`config.mk`:
```
export PLATFORM = sky130hd
export DESIGN_NAME = sector_protect_lock_ctrl
export DESIGN_NICKNAME = d
export VERILOG_FILES = /design/src/core/sector_lock_pkg.sv /design/src/core/sector_protect_lock_ctrl.sv
export SDC_FILE = /design/constraint.sdc
export NUM_CORES = 1
export LEC_CHECK = 0
export BUFFER_PORTS_ARGS = -buffer_cell sky130_fd_sc_hd__buf_2
export CAP_MARGIN = 20
export CORE_MARGIN = 3
export CORE_UTILIZATION = 60
export CTS_BUF_LIST = sky130_fd_sc_hd__clkbuf_2 sky130_fd_sc_hd__clkbuf_4 sky130_fd_sc_hd__clkbuf_8
export CTS_CLUSTER_SIZE = 30
export DETAILED_ROUTE_END_ITERATION = 8
export GPL_ROUTABILITY_DRIVEN = 0
export MAX_ROUTING_LAYER = met4
export PLACE_DENSITY = 0.81
export RECOVER_POWER = 100
export SLEW_MARGIN = 20
export SYNTH_ARGS = -nofsm -noshare
export SYNTH_HDL_FRONTEND = slang
export SYNTH_SLANG_ARGS = --single-unit
```
`constraint.sdc`:
```
create_clock -name sys_clk -period 3.58 [get_ports sys_clk]
set_clock_uncertainty 0.05 [all_clocks]
set_input_delay 0.895 -clock sys_clk [delete_from_list [all_inputs] [get_ports sys_clk]]
set_output_delay 0.895 -clock sys_clk [all_outputs]
set_load 0.05 [all_outputs]
```
`src/core/sector_lock_pkg.sv`:
```
// constants, carriers and state enumeration for the sector protection lock block
package sector_lock_pkg;

  // sector geometry: sector index taken from address bits above SECTOR_SHIFT
  localparam int SECT_IDX_W = 4;
  localparam int NUM_SECTORS_DEF = 16;
  localparam int ADDR_W = 24;
  localparam int SECTOR_SHIFT = 16;

  // serial opcodes
  localparam logic [7:0] OP_WRITE_STATUS = 8'h01;
  localparam logic [7:0] OP_READ_SECT_PROT = 8'h3C;

  // repeating answer byte of the sector protection read
  localparam logic [7:0] SPR_BYTE_SET = 8'hFF;
  localparam logic [7:0] SPR_BYTE_CLR = 8'h00;

  // decode of written bits 5..2 while the lock bit is clear
  localparam int GLOBAL_MSB = 5;
  localparam int GLOBAL_LSB = 2;
  localparam logic [3:0] GLOBAL_SET_CODE = 4'hF;
  localparam logic [3:0] GLOBAL_CLR_CODE = 4'h0;

  // status byte layout
  localparam int LOCK_BIT_POS = 7;
  localparam int WPP_POS = 4;
  localparam int SUMMARY_LSB = 2;
  localparam logic [1:0] SUM_NONE = 2'h0;
  localparam logic [1:0] SUM_SOME = 2'h1;
  localparam logic [1:0] SUM_ALL = 2'h3;

  // values after reset
  localparam logic LOCK_RESET = 1'b0;
  localparam logic SECTOR_RESET = 1'b1;

  // serial bit counts
  localparam logic [4:0] OPCODE_BITS = 5'h08;
  localparam logic [4:0] ADDR_BITS = 5'h18;
  localparam logic [4:0] DATA_BITS = 5'h08;

  // per-sector protect/unprotect request from the command decoder
  typedef struct packed {
    logic valid;
    logic protect;
    logic [SECT_IDX_W-1:0] index;
  } sector_cmd_t;

  // serial pins coming from the host
  typedef struct packed {
    logic cs_n;
    logic sck;
    logic si;
    logic wp_n;
  } pin_in_t;

  // serial data output with its enable
  typedef struct packed {
    logic so;
    logic so_oe;
  } pin_out_t;

  typedef enum logic [2:0] {
    ST_OPCODE,
    ST_ADDR,
    ST_SPR_OUT,
    ST_STATUS_DATA,
    ST_IGNORE
  } phase_t;

endpackage : sector_lock_pkg

```
`src/core/sector_protect_lock_ctrl.sv`:
```
// sector protection bits, lock bit and hardware lock with serial status write and sector protection read
`timescale 1ns/100ps
module sector_protect_lock_ctrl #(
  parameter int NUM_SECTORS = sector_lock_pkg::NUM_SECTORS_DEF
) (
  input wire logic sys_clk,
  input wire logic reset_n,
  input wire logic clk_en,
  input wire sector_lock_pkg::pin_in_t pins_in,
  input wire sector_lock_pkg::sector_cmd_t sector_cmd,
  output sector_lock_pkg::pin_out_t pins_out,
  output logic [NUM_SECTORS-1:0] sector_prot,
  output logic protection_lock_bit,
  output logic hw_lock,
  output logic [7:0] status_view,
  output logic sector_cmd_refused
);
  import sector_lock_pkg::*;

  typedef struct packed {
    pin_in_t meta;
    pin_in_t sync;
    logic sck_prev;
    phase_t phase;
    logic [4:0] bit_cnt;
    logic [ADDR_W-1:0] sh;
    logic [SECT_IDX_W-1:0] rd_sector;
    logic [2:0] out_idx;
    logic [NUM_SECTORS-1:0] sectors;
    logic lock;
    logic hw_lock;
    logic [7:0] status;
    logic so;
    logic so_oe;
    logic refused;
  } state_t;

  state_t s_q;
  state_t s_d;

  // protection bit of one sector; indexes beyond the array read as unprotected
  function automatic logic sector_bit(input logic [NUM_SECTORS-1:0] bits,
                                      input logic [SECT_IDX_W-1:0] idx);
    logic r;
    r = 1'b0;
    for (int i = 0; i < NUM_SECTORS; i++) begin
      if (idx == SECT_IDX_W'(i)) begin
        r = bits[i];
      end
    end
    return r;
  endfunction : sector_bit

  always_comb begin
    logic rise;
    logic fall;
    logic wp_asserted;
    logic hw_now;
    logic [7:0] byte_in;
    logic [ADDR_W-1:0] addr_in;
    logic [7:0] spr_byte;
    logic [2:0] idx_next;
    logic [1:0] summary;
    s_d = s_q;
    s_d.meta = pins_in;
    s_d.sync = s_q.meta;
    s_d.sck_prev = s_q.sync.sck;
    s_d.refused = 1'b0;
    rise = s_q.sync.sck & ~s_q.sck_prev;
    fall = ~s_q.sync.sck & s_q.sck_prev;
    wp_asserted = ~s_q.sync.wp_n;
    hw_now = wp_asserted & s_q.lock;
    addr_in = {s_q.sh[ADDR_W-2:0], s_q.sync.si};
    byte_in = addr_in[7:0];
    spr_byte = SPR_BYTE_CLR;
    summary = SUM_NONE;
    idx_next = s_q.out_idx + 3'h1;

    // per-sector requests: refused under any lock, software or hardware
    if (sector_cmd.valid) begin
      if (s_q.lock) begin
        s_d.refused = 1'b1;
      end else begin
        for (int i = 0; i < NUM_SECTORS; i++) begin
          if (sector_cmd.index == SECT_IDX_W'(i)) begin
            s_d.sectors[i] = sector_cmd.protect;
          end
        end
      end
    end

    if (s_q.sync.cs_n) begin
      // deselect ends any transfer at once, even mid-byte
      s_d.phase = ST_OPCODE;
      s_d.bit_cnt = 5'h00;
      s_d.so_oe = 1'b0;
      s_d.so = 1'b0;
    end else begin
      unique case (s_q.phase)
        ST_OPCODE: begin
          if (rise) begin
            s_d.sh = addr_in;
            s_d.bit_cnt = s_q.bit_cnt + 5'h01;
            if (s_q.bit_cnt == OPCODE_BITS - 5'h01) begin
              s_d.bit_cnt = 5'h00;
              if (byte_in == OP_READ_SECT_PROT) begin
                s_d.phase = ST_ADDR;
              end else if (byte_in == OP_WRITE_STATUS) begin
                s_d.phase = ST_STATUS_DATA;
              end else begin
                s_d.phase = ST_IGNORE;
              end
            end
          end
        end
        ST_ADDR: begin
          if (rise) begin
            s_d.sh = addr_in;
            s_d.bit_cnt = s_q.bit_cnt + 5'h01;
            if (s_q.bit_cnt == ADDR_BITS - 5'h01) begin
              // any address inside the sector selects it
              s_d.rd_sector = addr_in[SECTOR_SHIFT +: SECT_IDX_W];
              s_d.phase = ST_SPR_OUT;
              // first detected fall wraps the index to 0 and re-presents bit 7 to the host
              s_d.out_idx = 3'h7;
              s_d.so_oe = 1'b1;
              spr_byte = sector_bit(s_q.sectors, addr_in[SECTOR_SHIFT +: SECT_IDX_W])
                         ? SPR_BYTE_SET : SPR_BYTE_CLR;
              s_d.so = spr_byte[7];
            end
          end
        end
        ST_SPR_OUT: begin
          // new bit on each falling edge; value does not look at the pin
          if (fall) begin
            spr_byte = sector_bit(s_q.sectors, s_q.rd_sector)
                       ? SPR_BYTE_SET : SPR_BYTE_CLR;
            s_d.out_idx = idx_next;
            s_d.so = spr_byte[3'h7 - idx_next];
          end
        end
        ST_STATUS_DATA: begin
          if (rise) begin
            s_d.sh = addr_in;
            s_d.bit_cnt = s_q.bit_cnt + 5'h01;
            if (s_q.bit_cnt == DATA_BITS - 5'h01) begin
              s_d.phase = ST_IGNORE;
              // pin level as synchronised in the cycle the last data bit lands
              if (!hw_now) begin
                s_d.lock = byte_in[LOCK_BIT_POS];
                if (!s_q.lock) begin
                  if (byte_in[GLOBAL_MSB:GLOBAL_LSB] == GLOBAL_SET_CODE) begin
                    s_d.sectors = '1;
                  end else if (byte_in[GLOBAL_MSB:GLOBAL_LSB] == GLOBAL_CLR_CODE) begin
                    s_d.sectors = '0;
                  end
                end
              end
            end
          end
        end
        ST_IGNORE: begin
          s_d.phase = ST_IGNORE;
        end
      endcase
    end

    if (&s_d.sectors) begin
      summary = SUM_ALL;
    end else if (|s_d.sectors) begin
      summary = SUM_SOME;
    end else begin
      summary = SUM_NONE;
    end
    s_d.hw_lock = wp_asserted & s_d.lock;
    // written values of bits 5..2 are never stored, only live state shows
    s_d.status = 8'h00;
    s_d.status[LOCK_BIT_POS] = s_d.lock;
    s_d.status[WPP_POS] = s_q.sync.wp_n;
    s_d.status[SUMMARY_LSB +: 2] = summary;
  end

  always_ff @(posedge sys_clk) begin
    if (!reset_n) begin
      s_q <= '0;
      s_q.meta.cs_n <= 1'b1;
      s_q.sync.cs_n <= 1'b1;
      s_q.meta.wp_n <= 1'b1;
      s_q.sync.wp_n <= 1'b1;
      s_q.phase <= ST_OPCODE;
      s_q.sectors <= {NUM_SECTORS{SECTOR_RESET}};
      s_q.lock <= LOCK_RESET;
      s_q.status <= 8'h00 | (8'(SUM_ALL) << SUMMARY_LSB) | (8'h01 << WPP_POS);
    end else if (clk_en) begin
      s_q <= s_d;
    end
  end

  // sectors are protected exactly where their bit is set
  assign sector_prot = s_q.sectors;
  assign protection_lock_bit = s_q.lock;
  assign hw_lock = s_q.hw_lock;
  assign status_view = s_q.status;
  assign sector_cmd_refused = s_q.refused;
  assign pins_out.so = s_q.so;
  assign pins_out.so_oe = s_q.so_oe;

endmodule : sector_protect_lock_ctrl

```
# After elaboration in Yosys (flattened, before gate mapping)
# Index checks and enable logic that the tools add are counted.
word_totals:
  elab_cells: 214
  inputBits: 13
  register_bits: 72
  out_inout_bits: 29
classes:
  n_bitwise: 8
  reduce_logical: 22
  n_eq_ne: 66
  add_sub_neg: 3
  n_lt_le_gt_ge: 1
  muxes: 93
ops:
  columns: ["cell", "count"]
  rows:
  - ["4-bit equality test, second input constant", 25]
  - ["29-bit one-hot mux with 3 select lines", 1]
  - ["17-bit 2-to-1 mux", 5]
  - ["16-bit 2-to-1 mux", 5]
  - ["32-bit 2-to-1 mux", 2]
  - ["1-bit 2-to-1 mux", 61]
  - ["4-bit by 3-bit equality test with 1-bit output, second input constant", 12]
  - ["39-bit 2-to-1 mux", 1]
  - ["8-bit 2-to-1 mux", 4]
  - ["4-bit by 2-bit equality test with 1-bit output, second input constant", 6]
  - ["3-bit != test, second input constant", 7]
  - ["4-bit logical NOT", 4]
  - ["16-bit AND reduction", 1]
  - ["16-bit OR reduction", 1]
  - ["3-bit 2-to-1 mux", 5]
  - ["5-bit AND reduction", 3]
  - ["4-bit by 1-bit equality test with 1-bit output, second input constant", 3]
  - ["3-bit one-hot mux with 4 select lines", 1]
  - ["6-bit AND reduction", 2]
  - ["2-bit != test, second input constant", 5]
  - ["8-bit by 1-bit equality test with 1-bit output, second input constant", 1]
  - ["8-bit by 6-bit equality test with 1-bit output, second input constant", 1]
  - ["2-bit 2-to-1 mux", 4]
  - ["8-bit AND reduction", 1]
  - ["21 further kinds", 32]

# Logic depth before layout (Yosys ltp)
# Gate-level depths: netlist of the first run.
depth:
  ltp_word: 26
  ltp_mapped: 9
  depth_no_buf: 7

# Least setup slack after synthesis of the first run
# Ideal clock, no wire load.
synth_timing:
  kind: "input to register"
  start: "in sector_cmd[2] (netlist name)"
  end: "reg s_q (netlist bit status_view[2])"
  path_stages: 7
  path_buffers: 1
  setup_time_ns: 0.142
  arrival_time_ns: 2.352
  slack_ns: 1.036
  cell_sequence: "buf_2 > nand2_1 > nor3_2 > o221ai_1 > a2111oi_0 > and4_1 > o311ai_1"
synth_via:
  elab_chain_cells: 15
  elab_cells_between_ends: 46
synth_rtl:
  columns: ["item", "line_no", "text"]
  rows:
  - ["start: declaration", "sector_protect_lock_ctrl.sv:10", "input wire sector_lock_pkg::sector_cmd_t sector_cmd,"]
  - ["4-bit by 1-bit equality test with 1-bit output, or another cell as far along", "sector_protect_lock_ctrl.sv:85", "if (sector_cmd.index == SECT_IDX_W'(i)) begin"]
  - ["1-bit 2-to-1 mux", "sector_protect_lock_ctrl.sv:85", null]
  - ["16-bit 2-to-1 mux (*)", "sector_protect_lock_ctrl.sv:81", "if (s_q.lock) begin"]
  - ["16-bit 2-to-1 mux (*)", "sector_protect_lock_ctrl.sv:80", "if (sector_cmd.valid) begin"]
  - ["16-bit 2-to-1 mux", "sector_protect_lock_ctrl.sv:154", "end else if (byte_in[GLOBAL_MSB:GLOBAL_LSB] == GLOBAL_CLR_CODE) begin"]
  - ["16-bit 2-to-1 mux", "sector_protect_lock_ctrl.sv:152", "if (byte_in[GLOBAL_MSB:GLOBAL_LSB] == GLOBAL_SET_CODE) begin"]
  - ["16-bit 2-to-1 mux", "sector_protect_lock_ctrl.sv:151", "if (!s_q.lock) begin"]
  - ["17-bit 2-to-1 mux", "sector_protect_lock_ctrl.sv:149", "if (!hw_now) begin"]
  - ["17-bit 2-to-1 mux", "sector_protect_lock_ctrl.sv:146", "if (s_q.bit_cnt == DATA_BITS - 5'h01) begin"]
  - ["17-bit 2-to-1 mux", "sector_protect_lock_ctrl.sv:143", "if (rise) begin"]
  - ["17-bit 2-to-1 mux", "sector_protect_lock_ctrl.sv:99", "unique case (s_q.phase)"]
  - ["17-bit 2-to-1 mux (*)", "sector_protect_lock_ctrl.sv:92", "if (s_q.sync.cs_n) begin"]
  - ["16-bit OR reduction", "sector_protect_lock_ctrl.sv:170", "end else if (|s_d.sectors) begin"]
  - ["1-bit 2-to-1 mux", "sector_protect_lock_ctrl.sv:170", null]
  - ["2-bit 2-to-1 mux (*)", "sector_protect_lock_ctrl.sv:168", "if (&s_d.sectors) begin"]
  - ["end: declaration", "sector_protect_lock_ctrl.sv:38", "state_t s_q;"]
# Mark *: on every way between the ends. The rest lies on a longest branch, timed or not.
# A chain may end at the register's enable or synchronous reset.

# Final worst setup path of the first run
layout_timing:
  start: "in reset_n"
  end: "reg s_q[67] (netlist name)"
layout_lines:
  columns: ["item", "line_no", "text"]
  rows:
  - ["start: declaration", "sector_protect_lock_ctrl.sv:7", "input wire logic reset_n,"]
# No word-level cell between the ends.

==> results of run 1 <==
-- per-stage QoR --
step                worst slack, ns  instance area [sq um]  util, %  hold slack (ns)
finish                        0.715                   4160     64.4            0.405
global placement              0.737                   4020     62.3            0.387
CTS                           0.982                   4200     65.1            0.406
detailed placement            0.604                   4020     62.3            0.394
global route                  0.609                   4160     64.4            0.420
floorplan                      1.04                   4080        -            0.382
-- final timing paths --
check,from,to,slack [ns],cells past startpoint
worst max-delay path,reset_n,s_q[67],0.72,3
worst min-delay path,s_q[43],s_q[44],0.40,2
worst max register to register,protection_lock_bit,status_view[2],1.01,6
worst min register to register,s_q[43],s_q[44],0.40,2
-- registers in the layout, summed over array words and instances (netlist names) --
name / cells
pins_out: 2
protection_lock_bit: 1
sector_prot: 16
sector_cmd_refused: 1
status_view: 3
s_q: 34
hw_lock: 1
s_d: 6
-- tightest hold or removal path, delay by kind of cell (launching register included) --
kind | cells | cell delay [ns]
DFF | 1 | 0.31
and+or+nand+nor | 1 | 0.05
AOI/OAI and AO/OA | 1 | 0.05
-- placed cells by master, fill, tap and decap left out, types with 13 or more instances in the layout --
master / count
dfxtp_1: 64
nand3_1: 19
a21oi_1: 42
clkbuf_1: 29
nor3_1: 14
and3_1: 13
nand2b_1: 14
mux2i_1: 24
nor2_1: 35
inv_1: 13
nand2_1: 74
o21ai_0: 42
-- final cells by class --
type,count,area (sq um)
Tap cell,77,96.3
Clock inverter,6,42.5
Inverter,13,48.8
Multi-Input combinational cell,393,2370
Timing Repair Buffer,42,181
Fill cell,587,2300
Sequential cell,64,1280
Clock buffer,10,138
-- layer usage --
layer	wire length, microns	global-route usage [%]
met1	4290	37.1
met2	4720	43.7
met3	930	5.49
met4	314	12.4
met5	0	-
-- kinds of logic (layout without fill, tap and decap cells) --
kind of cell    count (synthesis)  after routing
simple gates                  217            217
compound gates                140            140
buf+inv                        81             71
flops                          64             64
mux                            28             28
xor+xnor                        3              3
fa+ha+maj                       1              1
other cells                     1              4
-- report_power, final --
group	switching (mW)	internal, mW	leakage, nW
Clock	0.289	0.271	0.0887
Sequential	0.0141	0.722	0.519
Combinational	0.110	0.0472	0.900
Total	0.413	1.04	1.51
==> impl_metrics.json, run 1 <==
{
  "row_count": 29,
  "synth-xor-area-share_pct": 0.646,
  "vias_per_cell": 6.38,
  "synth-compound-area-share_pct": 22.0,
  "grt_max_degree": 52,
  "hp-class": "reg2reg",
  "async_reset_ff_share_pct": 0,
  "ctsResizeCount": 0,
  "synth_top_family_by_area": "simple AND/OR/NAND/NOR gates",
  "irDropWorstVdd_uv": 276,
  "ios": 42,
  "period_needed_ns": 2.86,
  "critPathKind": "in2reg",
  "status": "finished, final reports clean",
  "die_w_microns": 88.4,
  "cts_buffer_depth": 2,
  "drv_slew": 0,
  "dp.cells": 589,
  "core_area_sq_um": 6460,
  "yosysMostFrequentCell": "nand2_1",
  "rsz0062_at_grt": "false",
  "start_util_pct": 63.0,
  "synth_fa_ha_area_share_pct": 0.308,
  "post_drt_wl_per_cell_microns": 17.0,
  "antenna_found_initial": 0,
  "syn-cell-area_sq_um": 4070,
  "dr.pass1.iters": 5,
  "diodes": 0,
  "area.growth.synth_to_final_pct": 2.24,
  "avgSynthCellArea_sq_um": 7.61,
  "arrival_ns": 3.04,
  "cts_sinks": 64,
  "muxShareOfSynthArea_pct": 8.12,
  "clock-root-buffer": "clkbuf_8",
  "cp_num_buf_inv": 2,
  "tightestPinTransition_ns": 1.13,
  "cp.required_ns": 3.75,
  "fmax_mhz": 349,
  "synth_edf_count": 0,
  "cts_setup_buffers": 0,
  "cap_violations": 0,
  "ys_top_cells_by_area": "dfxtp_1 (31%), nand2_1 (6.8%), mux2i_1 (5.9%)",
  "grt_pass1_wl_microns": 17100,
  "synth_commonest_cells": "nand2_1 (74), dfxtp_1 (64), a21oi_1 (42), o21ai_0 (41), nor2_1 (35)",
  "syn_inst": 535,
  "yosysTopAreaCellShare_pct": 31.5,
  "crit_family": "buffers and inverters",
  "powerDensity_nw_per_um2": 349,
  "cts_tree": "yes",
  "endpoint_kind": "flip-flop",
  "wl_microns": 10300,
  "ys_types": 70,
  "die_h_microns": 88.4,
  "drt_iter0_markers": 364,
  "leakagePower_nw": 1.51,
  "dp_hpwl_microns": 7170,
  "layout.cells.non_filler": 605,
  "finalSetupViolCount": 0,
  "clock_insertion_delay_worst_skew_ns": 0.35,
  "grt-ovfl-total": 0,
  "cts-htree-levels": 3,
  "ys_warn_count": 0,
  "crit_slowest_cell": "clkbuf_1",
  "path_clk_slew_ns": 0.07,
  "synthSimpleGateAreaFrac_pct": 26.8,
  "fin_nets": 537,
  "startpoint_type": "input port",
  "grt_pass1_vias": 3510,
  "synth_largest_area_cell": "dfxtp_1",
  "hold_violations": 0,
  "synth_flop_cell": "dfxtp_1",
  "seq_area_frac_synth_pct": 31.5,
  "cpPeakStageDelay_ns": 0.81,
  "drc": 0,
  "period_share_pct": 80.0,
  "cts_inserted_buffers": 9,
  "slew_headroom_pct": 24.5,
  "crit_fanout": 26,
  "drtAntennaViolNets": 0,
  "track_usage_pct": 28.7,
  "ys_seq_elements": 64,
  "die_area_sq_um": 7810,
  "crit_chain": "clkbuf_1 -> inv_1 -> o41ai_1",
  "power_mw": 1.45,
  "dr_total_vias": 3858,
  "tns_ns": 0,
  "ctsHoldBuffers": 0,
  "drive_gt1_share_pct": 7.58,
  "io_buffers": 37
}
(Power assumes the default switching activity.)
==> inputs of run 2 (changes only) <==
--- a/config.mk
+++ b/config.mk
@@ -5,6 +5,7 @@
 export SDC_FILE = /design/constraint.sdc
 export NUM_CORES = 1
 export LEC_CHECK = 0
+export ABC_AREA = 1
 export BUFFER_PORTS_ARGS = -buffer_cell sky130_fd_sc_hd__buf_2
 export CAP_MARGIN = 20
 export CORE_MARGIN = 3
@@ -14,7 +15,7 @@
 export DETAILED_ROUTE_END_ITERATION = 8
 export GPL_ROUTABILITY_DRIVEN = 0
 export MAX_ROUTING_LAYER = met4
-export PLACE_DENSITY = 0.81
+export PLACE_DENSITY = 0.82
 export RECOVER_POWER = 100
 export SLEW_MARGIN = 20
 export SYNTH_ARGS = -nofsm -noshare
==> constraint.sdc (replaced) <==
create_clock -name sys_clk -period 3 [get_ports sys_clk]
set_clock_uncertainty 0.05 [all_clocks]
set_input_delay 0.75 -clock sys_clk [delete_from_list [all_inputs] [get_ports sys_clk]]
set_output_delay 0.75 -clock sys_clk [all_outputs]
set_load 0.05 [all_outputs]
==> run 2 against run 1 <==
Count of clock-buffer cells in the layout is the same; highest routed layer unchanged; sequential share of layout area grew 1.9 points; first-iteration DRC count shrank 20%; flip-flop and latch count is the same; largest power group is now clock; global-route usage shrank 2.0 points; routed wire length shrank 12%; final area shrank 5.8%; die area shrank 8.7%; non-clock buffer count is the same; critical path type unchanged; worst hold slack gained 0.012 ns; worst setup slack lost 0.17 ns.
==> impl_metrics.json, run 2 <==
{
  "top_register": "s_q",
  "clock_insertion_delay_worst_skew_ns": 0.35,
  "layout_commonest_cell": "nand2_1",
  "async_reset_ff_share_pct": 0,
  "grt_max_degree": 42,
  "critPathKind": "in2reg",
  "arrival_ns": 2.62,
  "track_usage_pct": 26.7,
  "hold_ws_ns": 0.417,
  "min_path_cells": 2,
  "grt-ovfl-total": 0,
  "core_area_sq_um": 5740,
  "final_cell_mix": "nand2_1 (94), dfxtp_1 (64), o21ai_0 (60), inv_1 (60), nor2_1 (57)",
  "rrSetupSlack_ns": 0.58,
  "dr.pass1.iters": 5,
  "cap_violations": 0,
  "cts_tree": "yes",
  "die_w_microns": 84.4,
  "timing.rr.end": "status_view[3]",
  "syn-cell-area_sq_um": 3690,
  "ys_seq_elements": 64,
  "hold_path_startpoint": "s_d[69]",
  "r2r_cells": 11,
  "wl_microns": 8990,
  "diodes": 0,
  "layout.cells.non_filler": 640,
  "drtAntennaViolNets": 0,
  "ctsResizeCount": 0,
  "endpoint_kind": "flip-flop",
  "period_needed_ns": 2.45,
  "status": "finished, final reports clean",
  "area.growth.synth_to_final_pct": 6.20,
  "yosysMostFrequentCell": "nand2_1",
  "antenna_found_initial": 0,
  "cp.required_ns": 3.17,
  "avgSynthCellArea_sq_um": 6.66,
  "powerDensity_nw_per_um2": 545,
  "finalSetupViolCount": 0,
  "grt_pass1_wl_microns": 15200,
  "cts_sinks": 64,
  "synth_commonest_cells": "nand2_1 (94), dfxtp_1 (64), inv_1 (60), o21ai_0 (59), nor2_1 (57)",
  "path_clk_slew_ns": 0.07,
  "leakagePower_nw": 1.64,
  "die_area_sq_um": 7130,
  "r2r_start": "s_q[61]",
  "cts_inserted_buffers": 9,
  "drv_slew": 0,
  "cts_buffer_depth": 2,
  "rsz0062_at_grt": "false",
  "hold_end": "s_d[69]",
  "cts-htree-levels": 3,
  "drive_gt1_share_pct": 8.63,
  "tns_ns": 0,
  "io_buffers": 37,
  "start_util_pct": 64.3,
  "synth_largest_area_cell": "dfxtp_1",
  "fmax_mhz": 407,
  "slew_headroom_pct": 24.2,
  "synth_flop_cell": "dfxtp_1",
  "ys_top_cells_by_area": "dfxtp_1 (35%), nand2_1 (9.6%), o21ai_0 (8.0%)",
  "ys_warn_count": 0,
  "hp-class": "reg2reg",
  "crit_fanout": 31,
  "ys_types": 37,
  "ios": 42,
  "yosysTopAreaCellShare_pct": 34.7,
  "syn_inst": 554,
  "post_drt_wl_per_cell_microns": 14.1,
  "synth_edf_count": 0,
  "row_count": 27,
  "startpoint_type": "input port",
  "clock-root-buffer": "clkbuf_8",
  "cts_setup_buffers": 0,
  "period_share_pct": 81.8,
  "drc": 0,
  "die_h_microns": 84.4,
  "drt_iter0_markers": 291,
  "fin_nets": 577,
  "dp_hpwl_microns": 6350,
  "irDropWorstVdd_uv": 360,
  "seq_area_frac_synth_pct": 34.7,
  "vias_per_cell": 5.78,
  "grt_pass1_vias": 3305,
  "tightestPinTransition_ns": 1.14,
  "dp.cells": 624,
  "hold_violations": 0,
  "power_mw": 2.14,
  "ctsHoldBuffers": 0,
  "largest_reg_flops": 34,
  "dr_total_vias": 3699
}
-- run 2: changes by cell type after synthesis, moves of 14 or more --
cell      change
nand2_1      +20
nor2_1       +22
inv_1        +47
mux2i_1      -24
nand3_1      +23
nand2b_1     -14
o21ai_0      +18
-- run 2: kinds of logic (layout without fill, tap and decap cells) --
family,count (synthesis),in the layout,synth area share [%]
AOI/OAI and AO/OA,130,130,19.3
xor gates and xnor gates,2,2,0.475
adders and majority gates,1,1,0.339
buffers and inverters,115,126,14.8
DFF,64,64,34.7
other,1,4,0.102
and+or+nand+nor,241,241,30.2
-- run 2: area by class of cell --
cell class / count / area, sq um
multi-input combinational: 378 / 1860
fill: 514 / 1820
sequential: 64 / 1280
inverter: 68 / 260
timing repair buffer: 42 / 175
clock buffer: 10 / 138
clock inverter: 6 / 115
tap: 72 / 90.1
-- run 2: per-stage QoR --
| step | cell area (sq um) | setup WS (ns) | utilization (%) |
|---|---|---|---|
| 4_1_cts | 3980 | 0.828 | 69.3 |
| 3_5_place_dp | 3730 | 0.736 | 64.9 |
| 5_1_grt | 3920 | 0.337 | 68.3 |
| 2_1_floorplan | 3700 | 0.976 | - |
| 6_report | 3920 | 0.546 | 68.3 |
| 3_3_place_gp | 3730 | 0.783 | 64.9 |
-- run 2: worst max path at each step --
| stage | from | end | depth (start not counted) | slack, ns |
|---|---|---|---|---|
| after floorplan | clk_en | s_q[53] | 6 | 0.98 |
| after global placement | sector_cmd[3] | status_view[3] | 11 | 0.78 |
| after detailed placement | sector_cmd[3] | status_view[2] | 11 | 0.74 |
| after CTS | s_q[60] | status_view[2] | 12 | 0.83 |
| after global routing | s_q[60] | status_view[3] | 11 | 0.34 |
| final | reset_n | sector_prot[2] | 5 | 0.55 |
-- run 2: layer usage --
metal	part of all wire (%)	routed length [microns]	track usage (%)
met4	1.6	141	7.34
met1	44	3990	35.9
met3	10	921	8.05
met5	0	0	-
met2	44	3940	39.0
-- run 2: worst max-delay path: stages --
cell and delay [ns]:
clkbuf_1 0.82, inv_1 0.13, clkbuf_2 0.44, a21oi_1 0.33, o21ai_0 0.13
-- run 2: power breakdown --
part | switching, mW | internal (mW)
registers | 0.0248 | 0.883
clock network | 0.348 | 0.578
logic | 0.230 | 0.0714
==> inputs of run 3 (changes only) <==
--- a/config.mk
+++ b/config.mk
@@ -5,17 +5,17 @@
 export SDC_FILE = /design/constraint.sdc
 export NUM_CORES = 1
 export LEC_CHECK = 0
-export ABC_AREA = 1
+export ABC_AREA = 0
 export BUFFER_PORTS_ARGS = -buffer_cell sky130_fd_sc_hd__buf_2
 export CAP_MARGIN = 20
 export CORE_MARGIN = 3
-export CORE_UTILIZATION = 60
+export CORE_UTILIZATION = 55
 export CTS_BUF_LIST = sky130_fd_sc_hd__clkbuf_2 sky130_fd_sc_hd__clkbuf_4 sky130_fd_sc_hd__clkbuf_8
 export CTS_CLUSTER_SIZE = 30
 export DETAILED_ROUTE_END_ITERATION = 8
 export GPL_ROUTABILITY_DRIVEN = 0
 export MAX_ROUTING_LAYER = met4
-export PLACE_DENSITY = 0.82
+export PLACE_DENSITY = 0.78
 export RECOVER_POWER = 100
 export SLEW_MARGIN = 20
 export SYNTH_ARGS = -nofsm -noshare
==> constraint.sdc (replaced) <==
create_clock -name sys_clk -period 2.15 [get_ports sys_clk]
set_clock_uncertainty 0.05 [all_clocks]
set_input_delay 0.5375 -clock sys_clk [delete_from_list [all_inputs] [get_ports sys_clk]]
set_output_delay 0.5375 -clock sys_clk [all_outputs]
set_load 0.05 [all_outputs]
==> run 3 against run 2 <==
First-iteration DRC count increased by 23%; combinational power increased by 6%; register-to-register slack got worse by 0.54 ns; global-route usage decreased by 0.14 points; sequential share of layout area decreased by 5.5 points; non-clock buffer count increased by 54; final cell count increased by 5.9%; critical path depth increased by 1; clock power increased by 26%; worst hold slack got worse by 0.061 ns; via count increased by 11%.
==> impl_metrics.json, run 3 (synthesized netlist as in run 1, its figures left out) <==
{
  "ctsHoldBuffers": 0,
  "path_clk_slew_ns": 0.08,
  "leakagePower_nw": 1.84,
  "layout_commonest_cell": "nand2_1",
  "fin_nets": 591,
  "r2r_cells": 6,
  "drtAntennaViolNets": 0,
  "crit_fanout": 6,
  "startpoint_type": "flip-flop",
  "drt_iter0_markers": 357,
  "dp_hpwl_microns": 7930,
  "drv_slew": 0,
  "top_register": "s_q",
  "hold_violations": 0,
  "clock-root-buffer": "clkbuf_8",
  "period_share_pct": 98.0,
  "endpoint_kind": "flip-flop",
  "cts-htree-levels": 3,
  "die_area_sq_um": 8470,
  "track_usage_pct": 26.5,
  "final_cell_mix": "nand2_1 (74), dfxtp_1 (61), buf_4 (57)",
  "io_buffers": 37,
  "cts_setup_buffers": 0,
  "post_drt_wl_per_cell_microns": 16.1,
  "path_depth": 6,
  "period_needed_ns": 2.11,
  "layout.cells.non_filler": 678,
  "cts_sinks": 64,
  "hold_end": "s_d[72]",
  "ios": 42,
  "die_w_microns": 92.0,
  "irDropWorstVdd_uv": 525,
  "tightestPinTransition_ns": 0.612,
  "crit_family": "compound AO/OA/AOI/OAI gates",
  "dp.cells": 662,
  "slew_headroom_pct": 59.4,
  "row_count": 30,
  "drive_gt1_share_pct": 21.0,
  "tns_ns": 0,
  "arrival_ns": 2.28,
  "clock_insertion_delay_worst_skew_ns": 0.35,
  "crit_slowest_cell": "o41ai_1",
  "hold_path_startpoint": "pins_in[3]",
  "dr.pass1.iters": 5,
  "die_h_microns": 92.0,
  "status": "finished, final reports clean",
  "cpPeakStageDelay_ns": 0.40,
  "fin_ws_ns": 0.0421,
  "hp-class": "in2reg",
  "cts_inserted_buffers": 9,
  "powerDensity_nw_per_um2": 574,
  "drc": 0,
  "finalSetupViolCount": 0,
  "start_util_pct": 58.3,
  "r2r_start": "protection_lock_bit",
  "min_path_cells": 3,
  "core_area_sq_um": 6980,
  "rsz0062_at_grt": "true",
  "dr_total_vias": 4097,
  "cts_tree": "yes",
  "wl_microns": 10900,
  "critPathKind": "reg2reg",
  "antenna_found_initial": 0,
  "vias_per_cell": 6.04,
  "timing.rr.end": "status_view[2]",
  "cp.required_ns": 2.32,
  "cts_buffer_depth": 2,
  "grt_pass1_vias": 3653,
  "cp_num_buf_inv": 0,
  "grt_max_degree": 52,
  "crit_chain": "or2_2 -> o41ai_1 -> nand2_1 -> a2111oi_4 -> and4_1 -> o311ai_1",
  "fillerInstances": 615,
  "fmax_mhz": 474,
  "rrSetupSlack_ns": 0.04,
  "largest_reg_flops": 34,
  "diodes": 0,
  "cap_violations": 0,
  "grt-ovfl-total": 0,
  "ctsResizeCount": 2,
  "grt_pass1_wl_microns": 17800,
  "dp_slack_ns": -0.318,
  "area.growth.synth_to_final_pct": 16.2
}
run 3: per-layer routing:
metal	routed length, microns	part of all wire, %	global-route usage [%]	vias up
met3	881	8.1	6.32	21
met1	4760	44	35.4	1905
met5	0	0	-	-
li1	-	-	-	1975
met4	215	2.0	9.03	0
met2	5070	46	39.5	196
run 3: cell type report:
class / instances / area (sq um) / area share, %
flip-flops and latches: 64 / 1280 / 27.2
clock buffers: 9 / 124 / 2.62
well taps: 96 / 120 / 2.54
inverters: 13 / 48.8 / 1.03
multi-input cells: 393 / 2430 / 51.3
repair buffers: 96 / 624 / 13.2
clock inverters: 7 / 100 / 2.12
run 3: report_power, final:
group	total (mW)	switching [mW]	leakage, nW	internal [mW]
combinational	0.318	0.199	1.21	0.119
sequential	1.22	0.0210	0.520	1.20
clock	1.17	0.507	0.115	0.666
total	2.71	0.727	1.84	1.99
run 3: stage by stage:
stage / area [sq um] / total power [mW] / hold WS, ns / utilization (%)
2_1_floorplan: 4090 / 1.47 / 0.382 / -
3_3_place_gp: 4470 / 1.55 / 0.387 / 64.0
3_5_place_dp: 4470 / 1.56 / 0.394 / 64.0
4_1_cts: 4700 / 2.72 / 0.342 / 67.3
5_1_grt: 4730 / 2.81 / 0.385 / 67.7
6_report: 4730 / 2.71 / 0.356 / 67.7
run 3: tightest hold or removal path, stage by stage:
cell and delay (ns):
buf_2 0.07, mux2i_1 0.06, nand2_1 0.06
run 3: how the worst max path moves through the flow:
stage,slack [ns],end,from
5_1_grt,-0.01,status_view[3],s_q[61]
3_3_place_gp,-0.23,status_view[2],sector_cmd[0]
2_1_floorplan,0.003,status_view[2],sector_cmd[0]
6_report,0.04,status_view[2],protection_lock_bit
3_5_place_dp,-0.32,status_view[2],sector_cmd[0]
4_1_cts,0.04,status_view[2],protection_lock_bit
